File: config.mk
export PLATFORM = sky130hd
export DESIGN_NAME = mfmw_write_path
export DESIGN_NICKNAME = d
export VERILOG_FILES = /design/src/hdl/mfmw_pkg.sv /design/src/hdl/mfmw_cell_timer.sv /design/src/hdl/mfmw_write_path.sv
export SDC_FILE = /design/constraint.sdc
export NUM_CORES = 1
export LEC_CHECK = 0
export ABC_AREA = 1
export BUFFER_PORTS_ARGS = -buffer_cell sky130_fd_sc_hd__buf_2
export CELL_PAD_IN_SITES_DETAIL_PLACEMENT = 0
export CELL_PAD_IN_SITES_GLOBAL_PLACEMENT = 2
export CORE_UTILIZATION = 34
export DETAILED_ROUTE_END_ITERATION = 8
export GPL_TIMING_DRIVEN = 0
export PLACE_DENSITY = 0.87
export SETUP_SLACK_MARGIN = 0.1
export SLEW_MARGIN = 10
export SYNTH_ARGS = -nofsm -noshare
export SYNTH_HDL_FRONTEND = slang
export SYNTH_SLANG_ARGS = --single-unit
File: constraint.sdc
create_clock -name CLK_SYS -period 11.2 [get_ports CLK_SYS]
set_input_delay 2.24 -clock CLK_SYS [delete_from_list [all_inputs] [get_ports CLK_SYS]]
set_output_delay 2.24 -clock CLK_SYS [all_outputs]
set_load 0.005 [all_outputs]
File: src/hdl/mfmw_pkg.sv
package mfmw_pkg;

	// ----------------------------------------------------------------
	// clock and bit cell timing
	// ----------------------------------------------------------------
	localparam int CLK_KHZ = 100000;
	localparam int CLK_PERIOD_NS = 10;
	localparam int BIT_RATE_KBPS = 5000;
	localparam int CELL_CYC = CLK_KHZ / BIT_RATE_KBPS;
	localparam int POS_W = 5;
	localparam int PRECOMP_NS = 12;
	localparam int PRECOMP_CYC =
		(PRECOMP_NS + CLK_PERIOD_NS - 1) / CLK_PERIOD_NS;
	localparam int PULSE_NS = 40;
	localparam int PULSE_CYC = (PULSE_NS + CLK_PERIOD_NS - 1) / CLK_PERIOD_NS;
	// nominal pulse positions inside a cell, leaving room for early moves
	localparam logic [4:0] CLK_SLOT = 5'h03;
	localparam logic [4:0] DATA_SLOT = 5'h0D;

	// ----------------------------------------------------------------
	// format figures
	// ----------------------------------------------------------------
	localparam logic [9:0] PRECOMP_CYL = 10'h190;
	localparam logic [7:0] POSTAMBLE_BYTE = 8'h00;
	localparam logic [7:0] FILL_BYTE = 8'h4E;
	localparam logic [1:0] POSTAMBLE_BYTES = 2'h3;
	localparam logic [1:0] PIPE_CELLS = 2'h3;
	localparam logic [2:0] BYTE_LAST_BIT = 3'h7;
	localparam int TRACK_BYTES = 10416;
	localparam int ST_PPM = 5000;
	localparam int WOT_PPM = 1000;
	localparam int INDEX_TOL_BYTES = 1;
	localparam int PPM = 1000000;
	localparam int ADJ_EXTRA_BYTES = 5;
	localparam int GAP4_BYTES =
		(TRACK_BYTES * (ST_PPM + WOT_PPM) + PPM - 1) / PPM
		+ 2 * INDEX_TOL_BYTES;
	localparam logic [13:0] USABLE_BYTES = 14'(TRACK_BYTES - GAP4_BYTES);

	// ----------------------------------------------------------------
	// types
	// ----------------------------------------------------------------
	typedef enum logic [1:0] {
		MFMW_NONE = 2'b00,
		MFMW_CLOCK = 2'b01,
		MFMW_DATA = 2'b10
	} mfmw_kind_t;

	typedef enum logic [1:0] {
		MFMW_ON_TIME = 2'b00,
		MFMW_EARLY = 2'b01,
		MFMW_LATE = 2'b10
	} mfmw_when_t;

	typedef struct packed {
		mfmw_kind_t kind;
		mfmw_when_t when;
	} mfmw_dec_t;

	typedef struct packed {
		logic [7:0] data;
		logic last;
	} mfmw_byte_t;

	typedef enum logic [2:0] {
		MFMW_IDLE = 3'b000,
		MFMW_ARM = 3'b001,
		MFMW_RUN = 3'b010,
		MFMW_POST = 3'b011,
		MFMW_FLUSH = 3'b100
	} mfmw_state_t;

endpackage : mfmw_pkg

File: src/hdl/mfmw_cell_timer.sv
`timescale 1ns/100ps
module mfmw_cell_timer #(
	parameter int CELL = mfmw_pkg::CELL_CYC
) (
	input wire logic clk_sys,
	input wire logic nrst,
	output logic cell_start,
	output logic [mfmw_pkg::POS_W-1:0] pos
);

	// ----------------------------------------------------------------
	// bit cell divider
	// ----------------------------------------------------------------
	localparam logic [mfmw_pkg::POS_W-1:0] LAST =
		mfmw_pkg::POS_W'(CELL - 1);

	// free running so the cell phase never jumps mid write
	always_ff @(posedge clk_sys or negedge nrst) begin
		if (!nrst) begin
			pos <= '0;
			cell_start <= 1'b0;
		end else begin
			cell_start <= (pos == LAST - 1'b1);
			if (pos == LAST) begin
				pos <= '0;
			end else begin
				pos <= pos + 1'b1;
			end
		end
	end

endmodule : mfmw_cell_timer

File: src/hdl/mfmw_write_path.sv
`timescale 1ns/100ps
// Function
// - three postamble bytes before write gate drops
// - gap three covers twice update times tolerance
// - adjacent sectors add five gap bytes
// - format runs index to next index
// - end gap is track tolerance plus index
// - sectors fit within track minus end gap
// - shift pulses against their predicted drift
// - displacement is twelve ns, rounded up to two cycles (20 ns), both ways
// - precompensate only above cylinder 400
// - outgoing bits pass a four stage register
// - cell spans stage three to stage four
// - decide at stage two, emit from three
// - zeros at three and two give clock
// - one at three, zero at two: nothing
// - one at stage two gives data pulse
// - pulses follow MFM rules with timing shift
// - whole track recorded in MFM
module mfmw_write_path (
	input wire logic CLK_SYS,
	input wire logic NRST,
	input wire logic START_WRITE,
	input wire logic START_FORMAT,
	input wire logic [9:0] CYLINDER,
	input wire logic ADJACENT,
	input wire logic INDEX_N,
	input wire logic [7:0] S_DATA,
	input wire logic S_LAST,
	input wire logic S_VALID,
	output logic S_READY,
	output logic WRITE_GATE_N,
	output logic WRITE_DATA,
	output logic BUSY,
	output logic UNDERRUN,
	output logic FMT_OVER,
	output logic [7:0] GAP3_MIN
);

	// ----------------------------------------------------------------
	// functions
	// ----------------------------------------------------------------
	// pulse choice for the bit in stage two; s = {st4, st3, st2, st1}
	function automatic mfmw_pkg::mfmw_dec_t decode(
		input logic [3:0] s,
		input logic pc_en
	);
		mfmw_pkg::mfmw_dec_t d;
		d.kind = mfmw_pkg::MFMW_NONE;
		d.when = mfmw_pkg::MFMW_ON_TIME;
		if (s[1]) begin
			d.kind = mfmw_pkg::MFMW_DATA;
			if (!s[2] && s[0]) begin
				d.when = mfmw_pkg::MFMW_LATE;
			end else if (s[2] && !s[0]) begin
				d.when = mfmw_pkg::MFMW_EARLY;
			end
		end else if (!s[2]) begin
			d.kind = mfmw_pkg::MFMW_CLOCK;
			if (s[3] != s[0]) begin
				d.when = s[0] ? mfmw_pkg::MFMW_EARLY : mfmw_pkg::MFMW_LATE;
			end
		end
		// stage three set, stage two clear: no pulse at all
		if (!pc_en) begin
			d.when = mfmw_pkg::MFMW_ON_TIME;
		end
		decode = d;
	endfunction : decode

	// first cell offset of the pulse, shifted by the precomp amount
	function automatic logic [4:0] slot_of(input mfmw_pkg::mfmw_dec_t d);
		logic [4:0] base;
		base = (d.kind == mfmw_pkg::MFMW_DATA) ?
			mfmw_pkg::DATA_SLOT : mfmw_pkg::CLK_SLOT;
		case (d.when)
			mfmw_pkg::MFMW_EARLY: begin
				slot_of = base - 5'(mfmw_pkg::PRECOMP_CYC);
			end
			mfmw_pkg::MFMW_LATE: begin
				slot_of = base + 5'(mfmw_pkg::PRECOMP_CYC);
			end
			default: begin
				slot_of = base;
			end
		endcase
	endfunction : slot_of

	// least tolerance gap after a sector update of n bytes
	function automatic logic [7:0] gap3_of(
		input logic [13:0] n,
		input logic adj
	);
		logic [31:0] t;
		t = (32'(n) * 32'(2 * (mfmw_pkg::ST_PPM + mfmw_pkg::WOT_PPM))
			+ 32'(mfmw_pkg::PPM - 1)) / 32'(mfmw_pkg::PPM);
		if (adj) begin
			t = t + 32'(mfmw_pkg::ADJ_EXTRA_BYTES);
		end
		gap3_of = t[7:0];
	endfunction : gap3_of

	// ----------------------------------------------------------------
	// declarations
	// ----------------------------------------------------------------
	mfmw_pkg::mfmw_state_t state_q;
	mfmw_pkg::mfmw_dec_t dec_q;
	mfmw_pkg::mfmw_byte_t hold_q;
	logic cell_start;
	logic [mfmw_pkg::POS_W-1:0] pos;
	logic fmt_q;
	logic pc_en_q;
	logic idx_q;
	logic idx_edge;
	logic hold_full_q;
	logic ready_q;
	logic take;
	logic last_pend_q;
	logic last_taken_q;
	logic [3:0] sr_q;
	logic [7:0] out_q;
	logic [2:0] bit_cnt_q;
	logic [1:0] cnt_q;
	logic [13:0] n_q;
	logic budget_out;
	logic byte_edge;
	logic new_bit;
	logic [7:0] next_byte;
	logic [4:0] slot;
	logic gate_q;
	logic pulse_q;
	logic under_q;
	logic over_q;
	logic [7:0] gap3_q;

	// ----------------------------------------------------------------
	// cell timing
	// ----------------------------------------------------------------
	mfmw_cell_timer #(
		.CELL(mfmw_pkg::CELL_CYC)
	) u_timer (
		.clk_sys(CLK_SYS),
		.nrst(NRST),
		.cell_start(cell_start),
		.pos(pos)
	);

	// ----------------------------------------------------------------
	// byte intake
	// ----------------------------------------------------------------
	assign take = S_VALID && ready_q;
	assign idx_edge = !INDEX_N && !idx_q;
	// usable area ends where the end-of-track gap begins
	assign budget_out = fmt_q && (n_q >= mfmw_pkg::USABLE_BYTES);
	assign byte_edge = cell_start && (bit_cnt_q == 3'h0);

	// index level history for edge detection
	always_ff @(posedge CLK_SYS or negedge NRST) begin
		if (!NRST) begin
			idx_q <= 1'b0;
		end else begin
			idx_q <= !INDEX_N;
		end
	end

	// one byte of holding; ready is registered so it can lead the take
	always_ff @(posedge CLK_SYS or negedge NRST) begin
		if (!NRST) begin
			hold_q <= '0;
			hold_full_q <= 1'b0;
			ready_q <= 1'b0;
			last_taken_q <= 1'b0;
		end else begin
			if (state_q == mfmw_pkg::MFMW_IDLE) begin
				hold_full_q <= 1'b0;
				last_taken_q <= 1'b0;
			end else if (take) begin
				hold_q <= '{data: S_DATA, last: S_LAST && !fmt_q};
				hold_full_q <= 1'b1;
				last_taken_q <= S_LAST && !fmt_q;
			end else if (byte_edge && state_q == mfmw_pkg::MFMW_RUN
				&& !last_pend_q) begin
				hold_full_q <= 1'b0;
			end
			ready_q <= (state_q == mfmw_pkg::MFMW_RUN
				|| state_q == mfmw_pkg::MFMW_ARM)
				&& !hold_full_q && !take && !ready_q
				&& !last_taken_q && !budget_out;
		end
	end

	// ----------------------------------------------------------------
	// serialiser
	// ----------------------------------------------------------------
	// byte to start when the previous one is exhausted
	always_comb begin
		next_byte = mfmw_pkg::FILL_BYTE;
		if (state_q == mfmw_pkg::MFMW_POST || last_pend_q) begin
			next_byte = mfmw_pkg::POSTAMBLE_BYTE;
		end else if (hold_full_q) begin
			next_byte = hold_q.data;
		end
		if (state_q == mfmw_pkg::MFMW_FLUSH) begin
			next_byte = 8'h00;
		end
	end

	assign new_bit = (bit_cnt_q == 3'h0) ? next_byte[7] : out_q[7];

	// bits leave msb first, one per cell
	always_ff @(posedge CLK_SYS or negedge NRST) begin
		if (!NRST) begin
			out_q <= 8'h00;
			bit_cnt_q <= 3'h0;
		end else if (state_q == mfmw_pkg::MFMW_IDLE
			|| state_q == mfmw_pkg::MFMW_ARM) begin
			bit_cnt_q <= 3'h0;
		end else if (cell_start) begin
			if (bit_cnt_q == 3'h0) begin
				out_q <= {next_byte[6:0], 1'b0};
				bit_cnt_q <= mfmw_pkg::BYTE_LAST_BIT;
			end else begin
				out_q <= {out_q[6:0], 1'b0};
				bit_cnt_q <= bit_cnt_q - 1'b1;
			end
		end
	end

	// ----------------------------------------------------------------
	// write sequencer
	// ----------------------------------------------------------------
	// a data write ends by its own last byte; a format ends on index
	always_ff @(posedge CLK_SYS or negedge NRST) begin
		if (!NRST) begin
			state_q <= mfmw_pkg::MFMW_IDLE;
			fmt_q <= 1'b0;
			pc_en_q <= 1'b0;
			gate_q <= 1'b0;
			last_pend_q <= 1'b0;
			cnt_q <= 2'h0;
			n_q <= 14'h0000;
		end else begin
			case (state_q)
				mfmw_pkg::MFMW_IDLE: begin
					last_pend_q <= 1'b0;
					// cylinder is latched per operation
					pc_en_q <= CYLINDER > mfmw_pkg::PRECOMP_CYL;
					n_q <= 14'h0000;
					if (START_FORMAT) begin
						fmt_q <= 1'b1;
						state_q <= mfmw_pkg::MFMW_ARM;
					end else if (START_WRITE) begin
						fmt_q <= 1'b0;
						gate_q <= 1'b1;
						state_q <= mfmw_pkg::MFMW_RUN;
					end
				end
				mfmw_pkg::MFMW_ARM: begin
					if (idx_edge) begin
						gate_q <= 1'b1;
						state_q <= mfmw_pkg::MFMW_RUN;
					end
				end
				mfmw_pkg::MFMW_RUN: begin
					if (fmt_q && idx_edge) begin
						gate_q <= 1'b0;
						state_q <= mfmw_pkg::MFMW_IDLE;
					end else if (byte_edge) begin
						if (last_pend_q) begin
							// first postamble byte starts here
							cnt_q <= mfmw_pkg::POSTAMBLE_BYTES - 2'h1;
							n_q <= n_q + 14'h0001;
							state_q <= mfmw_pkg::MFMW_POST;
						end else if (hold_full_q) begin
							n_q <= n_q + 14'h0001;
							last_pend_q <= hold_q.last;
						end
					end
				end
				mfmw_pkg::MFMW_POST: begin
					if (byte_edge) begin
						if (cnt_q != 2'h0) begin
							cnt_q <= cnt_q - 2'h1;
							n_q <= n_q + 14'h0001;
						end else begin
							cnt_q <= mfmw_pkg::PIPE_CELLS;
							state_q <= mfmw_pkg::MFMW_FLUSH;
						end
					end
				end
				mfmw_pkg::MFMW_FLUSH: begin
					// drain the last postamble bit out of stage three
					if (cell_start) begin
						if (cnt_q == 2'h0) begin
							gate_q <= 1'b0;
							state_q <= mfmw_pkg::MFMW_IDLE;
						end else begin
							cnt_q <= cnt_q - 2'h1;
						end
					end
				end
				default: begin
					gate_q <= 1'b0;
					state_q <= mfmw_pkg::MFMW_IDLE;
				end
			endcase
		end
	end

	// ----------------------------------------------------------------
	// precompensation window
	// ----------------------------------------------------------------
	// decide for stage two, then shift so that bit lands in stage three
	always_ff @(posedge CLK_SYS or negedge NRST) begin
		if (!NRST) begin
			sr_q <= 4'h0;
			dec_q <= '{kind: mfmw_pkg::MFMW_NONE,
				when: mfmw_pkg::MFMW_ON_TIME};
		end else if (!gate_q) begin
			sr_q <= 4'h0;
			dec_q <= '{kind: mfmw_pkg::MFMW_NONE,
				when: mfmw_pkg::MFMW_ON_TIME};
		end else if (cell_start) begin
			dec_q <= decode(sr_q, pc_en_q);
			sr_q <= {sr_q[2:0], new_bit};
		end
	end

	assign slot = slot_of(dec_q);

	// pulse lives inside the cell that opened at the shift
	always_ff @(posedge CLK_SYS or negedge NRST) begin
		if (!NRST) begin
			pulse_q <= 1'b0;
		end else begin
			pulse_q <= gate_q && dec_q.kind != mfmw_pkg::MFMW_NONE
				&& pos >= slot
				&& pos < slot + 5'(mfmw_pkg::PULSE_CYC);
		end
	end

	// ----------------------------------------------------------------
	// status
	// ----------------------------------------------------------------
	// flags clear on the next start; a new event in that cycle wins
	always_ff @(posedge CLK_SYS or negedge NRST) begin
		if (!NRST) begin
			under_q <= 1'b0;
			over_q <= 1'b0;
			gap3_q <= 8'h00;
		end else begin
			if (byte_edge && state_q == mfmw_pkg::MFMW_RUN && !fmt_q
				&& !hold_full_q && !last_pend_q) begin
				under_q <= 1'b1;
			end else if (START_WRITE || START_FORMAT) begin
				under_q <= 1'b0;
			end
			if (budget_out && S_VALID) begin
				over_q <= 1'b1;
			end else if (START_WRITE || START_FORMAT) begin
				over_q <= 1'b0;
			end
			if (state_q == mfmw_pkg::MFMW_FLUSH && !fmt_q) begin
				gap3_q <= gap3_of(n_q, ADJACENT);
			end
		end
	end

	// ----------------------------------------------------------------
	// outputs
	// ----------------------------------------------------------------
	always_ff @(posedge CLK_SYS or negedge NRST) begin
		if (!NRST) begin
			WRITE_GATE_N <= 1'b1;
			BUSY <= 1'b0;
		end else begin
			WRITE_GATE_N <= !gate_q;
			BUSY <= state_q != mfmw_pkg::MFMW_IDLE;
		end
	end

	assign S_READY = ready_q;
	assign WRITE_DATA = pulse_q;
	assign UNDERRUN = under_q;
	assign FMT_OVER = over_q;
	assign GAP3_MIN = gap3_q;

endmodule : mfmw_write_path
; ---- Yosys cells after proc, flatten, opt, wreduce, memory -nomap -nowiden
; Cells that the tools add are included.
; Widths: inputs -> output; s select.
[word_totals]
reg_bits = 74
input_bits = 26
out_inout_bits = 14
elab_cells = 205
[classes]
addsub = 9
n_mul = 1
n_div = 1
order_cmp = 4
eq_ne = 28
mux = 71
n_bitwise = 3
reduce_logical = 62
[ops]
columns = cell, n
row1 = $mux 14, 6
row2 = $mux 3, 14
row3 = $pmux 14 s3, 1
row4 = $mux 8, 5
row5 = $div 32x20->32 const B, 1
row6 = $add 28x20->29 const B, 1
row7 = $mux 4, 6
row8 = $logic_and 1x1->1, 23
row9 = $mul 14x9->23 const B, 1
row10 = $mux 1, 22
row11 = $mux 2, 11
row12 = $ne 2x2->1 const B, 11
row13 = $reduce_bool 2->1, 8
row14 = $pmux 3 s5, 1
row15 = $add 14x1->14 const B, 1
row16 = $ge 14x14->1 const B, 1
row17 = $reduce_and 7->1, 2
row18 = $logic_not 1->1, 12
row19 = $ne 3x3->1 const B, 4
row20 = $reduce_bool 3->1, 4
row21 = $eq 5x5->1 const B, 2
row22 = $gt 10x9->1 const B, 1
row23 = $pmux 5 s2, 1
row24 = $add 8x3->8 const B, 1
row25 = other kinds (27), 39

; ---- Depth between registers and ports, before layout
[logic_depth]
ltp_word = 8
depth_mapped = 111
ltp_nobuf = 108

; ---- Modules after synthesis
; Synthesis repeated with hierarchy kept, for this count alone.
[hier_totals]
hier_cells = 2310
hier_area_um2 = 13813.2
[modules_own_cells]
columns = mod, n_inst, cells_per_inst, area_per_inst_um2, seq_area_each_um2
row1 = mfmw_write_path, 1, 2277, 13528.0, 1652.8
row2 = mfmw_cell_timer, 1, 33, 285.3, 150.1

; ---- Worst setup path after synthesis
; No wires, ideal clock.
[synth_timing]
kind = reg-to-reg
startpoint = reg n_q[7]
endpoint = reg gap3_q[4], in the netlist GAP3_MIN[4]
setup_time_ns = 0.121
t_arrival_ns = 11.752
required_time_ns = 11.079
slack_ns = -0.673
stages_incl_launch_ff = 96
path_buffers = 9
period_less_slack_ns = 11.873
path_cell_list = dfrtp_1 fa_1 inv_1 fa_1 inv_1 fa_1 inv_1 fa_1 inv_1 ha_1 nand2_1 inv_1 a21oi_2 nand2_2 nand2_1 nand3_1 nand2_2 nand2_2 [60 not listed] inv_2 nand2_1 nand2_1 nand2_2 a21oi_4 nand2_8 buf_8 nand2_2 xor2_1 inv_1 nand2_1 nor2_1 nand2_1 nand2_2 ha_1 nor2_1 o21ai_0 a22o_1
[synth_via]
elab_chain_cells = 5
[synth_rtl]
columns = item, line
row1 = start: declaration, mfmw_write_path.sv:124  ; logic [13:0] n_q;
row2 = start signal: assignment, mfmw_write_path.sv:272  ; n_q <= n_q + 14'h0001;
row3 = start signal: assignment, mfmw_write_path.sv:275  ; n_q <= n_q + 14'h0001;
row4 = start signal: assignment, mfmw_write_path.sv:284  ; n_q <= n_q + 14'h0001;
row5 = $mul 14x9->23 *, mfmw_write_path.sv:95  ; t = (32'(n) * 32'(2 * (mfmw_pkg::ST_PPM + mfmw_pkg::WOT_PPM))
row6 = $add 28x20->29 *, mfmw_write_path.sv:96  ; + 32'(mfmw_pkg::PPM - 1)) / 32'(mfmw_pkg::PPM);
row7 = $div 32x20->32 *, mfmw_write_path.sv:96
row8 = $add 8x3->8, mfmw_write_path.sv:98  ; t = t + 32'(mfmw_pkg::ADJ_EXTRA_BYTES);
row9 = $mux 8 *, mfmw_write_path.sv:97  ; if (adj) begin
row10 = end signal: assignment, mfmw_write_path.sv:364  ; gap3_q <= gap3_of(n_q, ADJACENT);
row11 = end: declaration, mfmw_write_path.sv:134  ; logic [7:0] gap3_q;
; Every way passes the cells marked *; elsewhere a longest branch is shown, timed or not.
; A chain may end at the register's enable or synchronous reset.

; ---- Worst setup path after layout
[layout_timing]
startpoint = reg n_q[9]
endpoint = reg gap3_q[4], in the netlist GAP3_MIN[4]
; The elaborated chain is that of the path after synthesis.

==> metrics.txt <==
outcome=complete, but fails checks; failing checks=setup timing; Post-Syn Area=15300 sq um; Nets=2670; Via Count=14557; Leak=9.49 nW; Final HPWL DP=32.1 mm; max_cap viols=0; CTS Root Cell=clkbuf_16; Routed Antenna Nets=0; P&R area growth vs syn=26.1%; most frequent cell on the critical path=nand2_4; Slew Limit Fails=0; most frequent cells in the layout=476 x nand2_1, 359 x inv_1, 200 x nand2_2; vias per cell=4.70; relative slew slack=0.523; Crit Reg-Reg Endpoint=GAP3_MIN[4]; fin area=19400 sq um; Final Non-Filler Cells=3097; Cells after Synth=2291; min setup slack post-route=-1660 ps; Hold/Removal Path Class=reg2reg; final core utilization=0.436; type of origin of the critical path=flip-flop; slowest CP cell=fa_1; total die area=46000 sq um; I/O Pins=40; H-tree level count=3; GP Congestion=0.853; clk buf depth=2; Setup Skew=5.83 ps; pin count of the biggest net entering global routing=50; WL final=40.5 mm; RSZ-0062 raised after global routing=true; WS Path Type=reg2reg; flop2flop setup slack=-1660 ps; commonest non-fill, non-tap cell in the layout=nand2_1; R2R depth=97; Die Y=214 microns; first-pass GRT wire length=65.2 mm; ys async rst share=1.00; HP Start=last_taken_q; yosys warns=0; Place WS=-2230 ps; area of the core=44400 sq um; WL per Instance=13.1 microns; Ant. Diodes=0; number of antenna violations at the first check in global routing=0; clk_lat worst skew=330 ps; mean post-synth cell area=6.70 sq um; Pre-Repair DR Iteration Count=5; post-route minimum period=12860 ps; CTS Sinks=72; CTS tree=built; critical path's largest stage delay=550 ps; worst r2r src=n_q[9]; row count=77; GRT Residual Overflow=0; critical path fanouts, max=8; Main synth FF type=dfrtp_1; Starting DRT DRC Count=597; Net Count, Synth=2461; number of library cell types mapped by synthesis=70; Total Routing Usage GR=0.166; vias in the first global route=13594; Tcrit/Tclk final=1.15; Die Width=214 microns; cts bufs inserted=9; placed inst area=16600 sq um; worst hold path depth=1; Fmax=77.8 MHz; final number of hold-violating endpoints=0; initial core utilization=0.346; Data required, critical path=11420 ps; WHS Endpoint=S_READY; Worst VDD drop=96.6 uV; Worst Path Arrival=13080 ps; Final setup viols=8; Pwr Density=29.0 nW/um^2; drt drc=0; I/O Buffers=39; number of synthesized flops with an enable pin=0; share of cells above drive strength 1=0.352; sequential cell area fraction in the yosys report=0.117; post-synthesis register bit count=72; DP Cell Count=2923; Worst-Margin Slew=713 ps; CP Capture Type=flip-flop; clock-pin slew of the registers on the worst-case setup and hold paths=60 ps; Fin Setup TNS=-12460 ps
==> repair_timing <==
action	CTS	global route
setup endpoints to repair	8	8
setup buffers	22	118
pin swaps	7	151
hold buffers	0	0
cloned	1	17
resized for setup	12	256
==> flip-flops by register name, summed over array words and instances, names as in the netlist, 2 cells and up <==
name and cells:
GAP3_MIN 8, state_q 3, out_q 7, cnt_q 2, sr_q 4, hold_q 9
bit_cnt_q 3, dec_q 3, u_timer.pos 5, n_q 14
==> worst max path at each step <==
| stage | start | endpoint | slack (ps) | depth (start not counted) |
|---|---|---|---|---|
| floorplan | n_q[6] | GAP3_MIN[4] | -420 | 100 |
| global placement | n_q[8] | GAP3_MIN[6] | -2140 | 95 |
| detailed placement | n_q[6] | GAP3_MIN[6] | -2230 | 99 |
| CTS | n_q[7] | GAP3_MIN[4] | -1840 | 101 |
| global route | n_q[9] | GAP3_MIN[6] | -2420 | 103 |
| finish | n_q[9] | GAP3_MIN[4] | -1660 | 97 |
==> synthesized netlist by cell type, types with 4 or more instances <==
master | instances | area share
nor2_1 | 156 | 0.038
buf_6 | 4 | 0.0029
inv_2 | 29 | 0.0071
ha_1 | 85 | 0.069
nand4_1 | 30 | 0.012
nor2_8 | 4 | 0.0052
nand3_4 | 9 | 0.010
nand3_1 | 200 | 0.065
fa_1 | 59 | 0.077
nor2_2 | 29 | 0.012
buf_12 | 6 | 0.0078
a21oi_1 | 57 | 0.019
o21ai_0 | 66 | 0.022
nand2_1 | 551 | 0.13
nand3b_1 | 9 | 0.0044
o22ai_1 | 5 | 0.0020
nand2_8 | 4 | 0.0052
nor3_1 | 23 | 0.0075
clkbuf_1 | 5 | 0.0012
nor2_4 | 23 | 0.017
nand3_2 | 33 | 0.022
xor2_2 | 5 | 0.0053
o211ai_1 | 8 | 0.0039
buf_8 | 7 | 0.0068
inv_4 | 6 | 0.0024
o21ai_1 | 8 | 0.0026
dfrtp_1 | 71 | 0.12
xor2_1 | 45 | 0.026
inv_1 | 383 | 0.094
clkinv_1 | 6 | 0.0015
xnor2_1 | 12 | 0.0068
o21ai_2 | 10 | 0.0057
a21oi_2 | 5 | 0.0029
clkinv_2 | 6 | 0.0020
nand2_2 | 169 | 0.069
nand2_4 | 106 | 0.078
==> per-stage QoR <==
step                      hold WS, ps  total power, mW
final                             445            0.562
after global routing              455            0.585
after CTS                         447            0.570
after detailed placement          434            0.281
after global placement            430            0.280
after floorplan                   411            0.268
==> report_power, final <==
group / switching (mW) / internal [mW] / total [mW]
registers: 0.000603 / 0.261 / 0.262
logic: 0.00868 / 0.00542 / 0.0141
clock network: 0.114 / 0.172 / 0.287
==> critical path, delay by kind of cell, from the launching register on <==
kind | cells | cell delay (ps)
AND/OR/NAND/NOR | 67 | 6530
flip-flops | 1 | 480
adder cells (fa/ha/maj) | 6 | 2480
buffers and inverters | 18 | 2020
AO/OA/AOI/OAI | 6 | 1180
==> layer usage <==
layer,up-vias,GRT usage,part of all wire
met5,-,0,0
met4,0,0.0298,0.012
met3,29,0.00936,0.014
met2,130,0.290,0.49
met1,6804,0.227,0.48
li1,7594,-,-
==> kinds of logic (layout without fill, tap and decap cells) <==
group,count (synthesis),in the layout,share of synthesized area
AND/OR/NAND/NOR,1356,1362,0.485
buffers and inverters,459,667,0.130
AO/OA/AOI/OAI,195,195,0.0800
adder cells (fa/ha/maj),144,144,0.146
flip-flops,72,72,0.117
XOR/XNOR,64,64,0.0407
other,1,1,0.000244
==> layout make-up <==
type                       instances  area, sq um
fill                            4674        25100
multi-input combinational       1766        12800
buffer                            27          365
clock inverter                     7         70.1
tap                              592          741
inverter                         432         1690
clock buffer                       9          225
sequential                        72         1820
timing repair buffer             192         1650
Note: power is estimated with default switching activity, not from simulation.
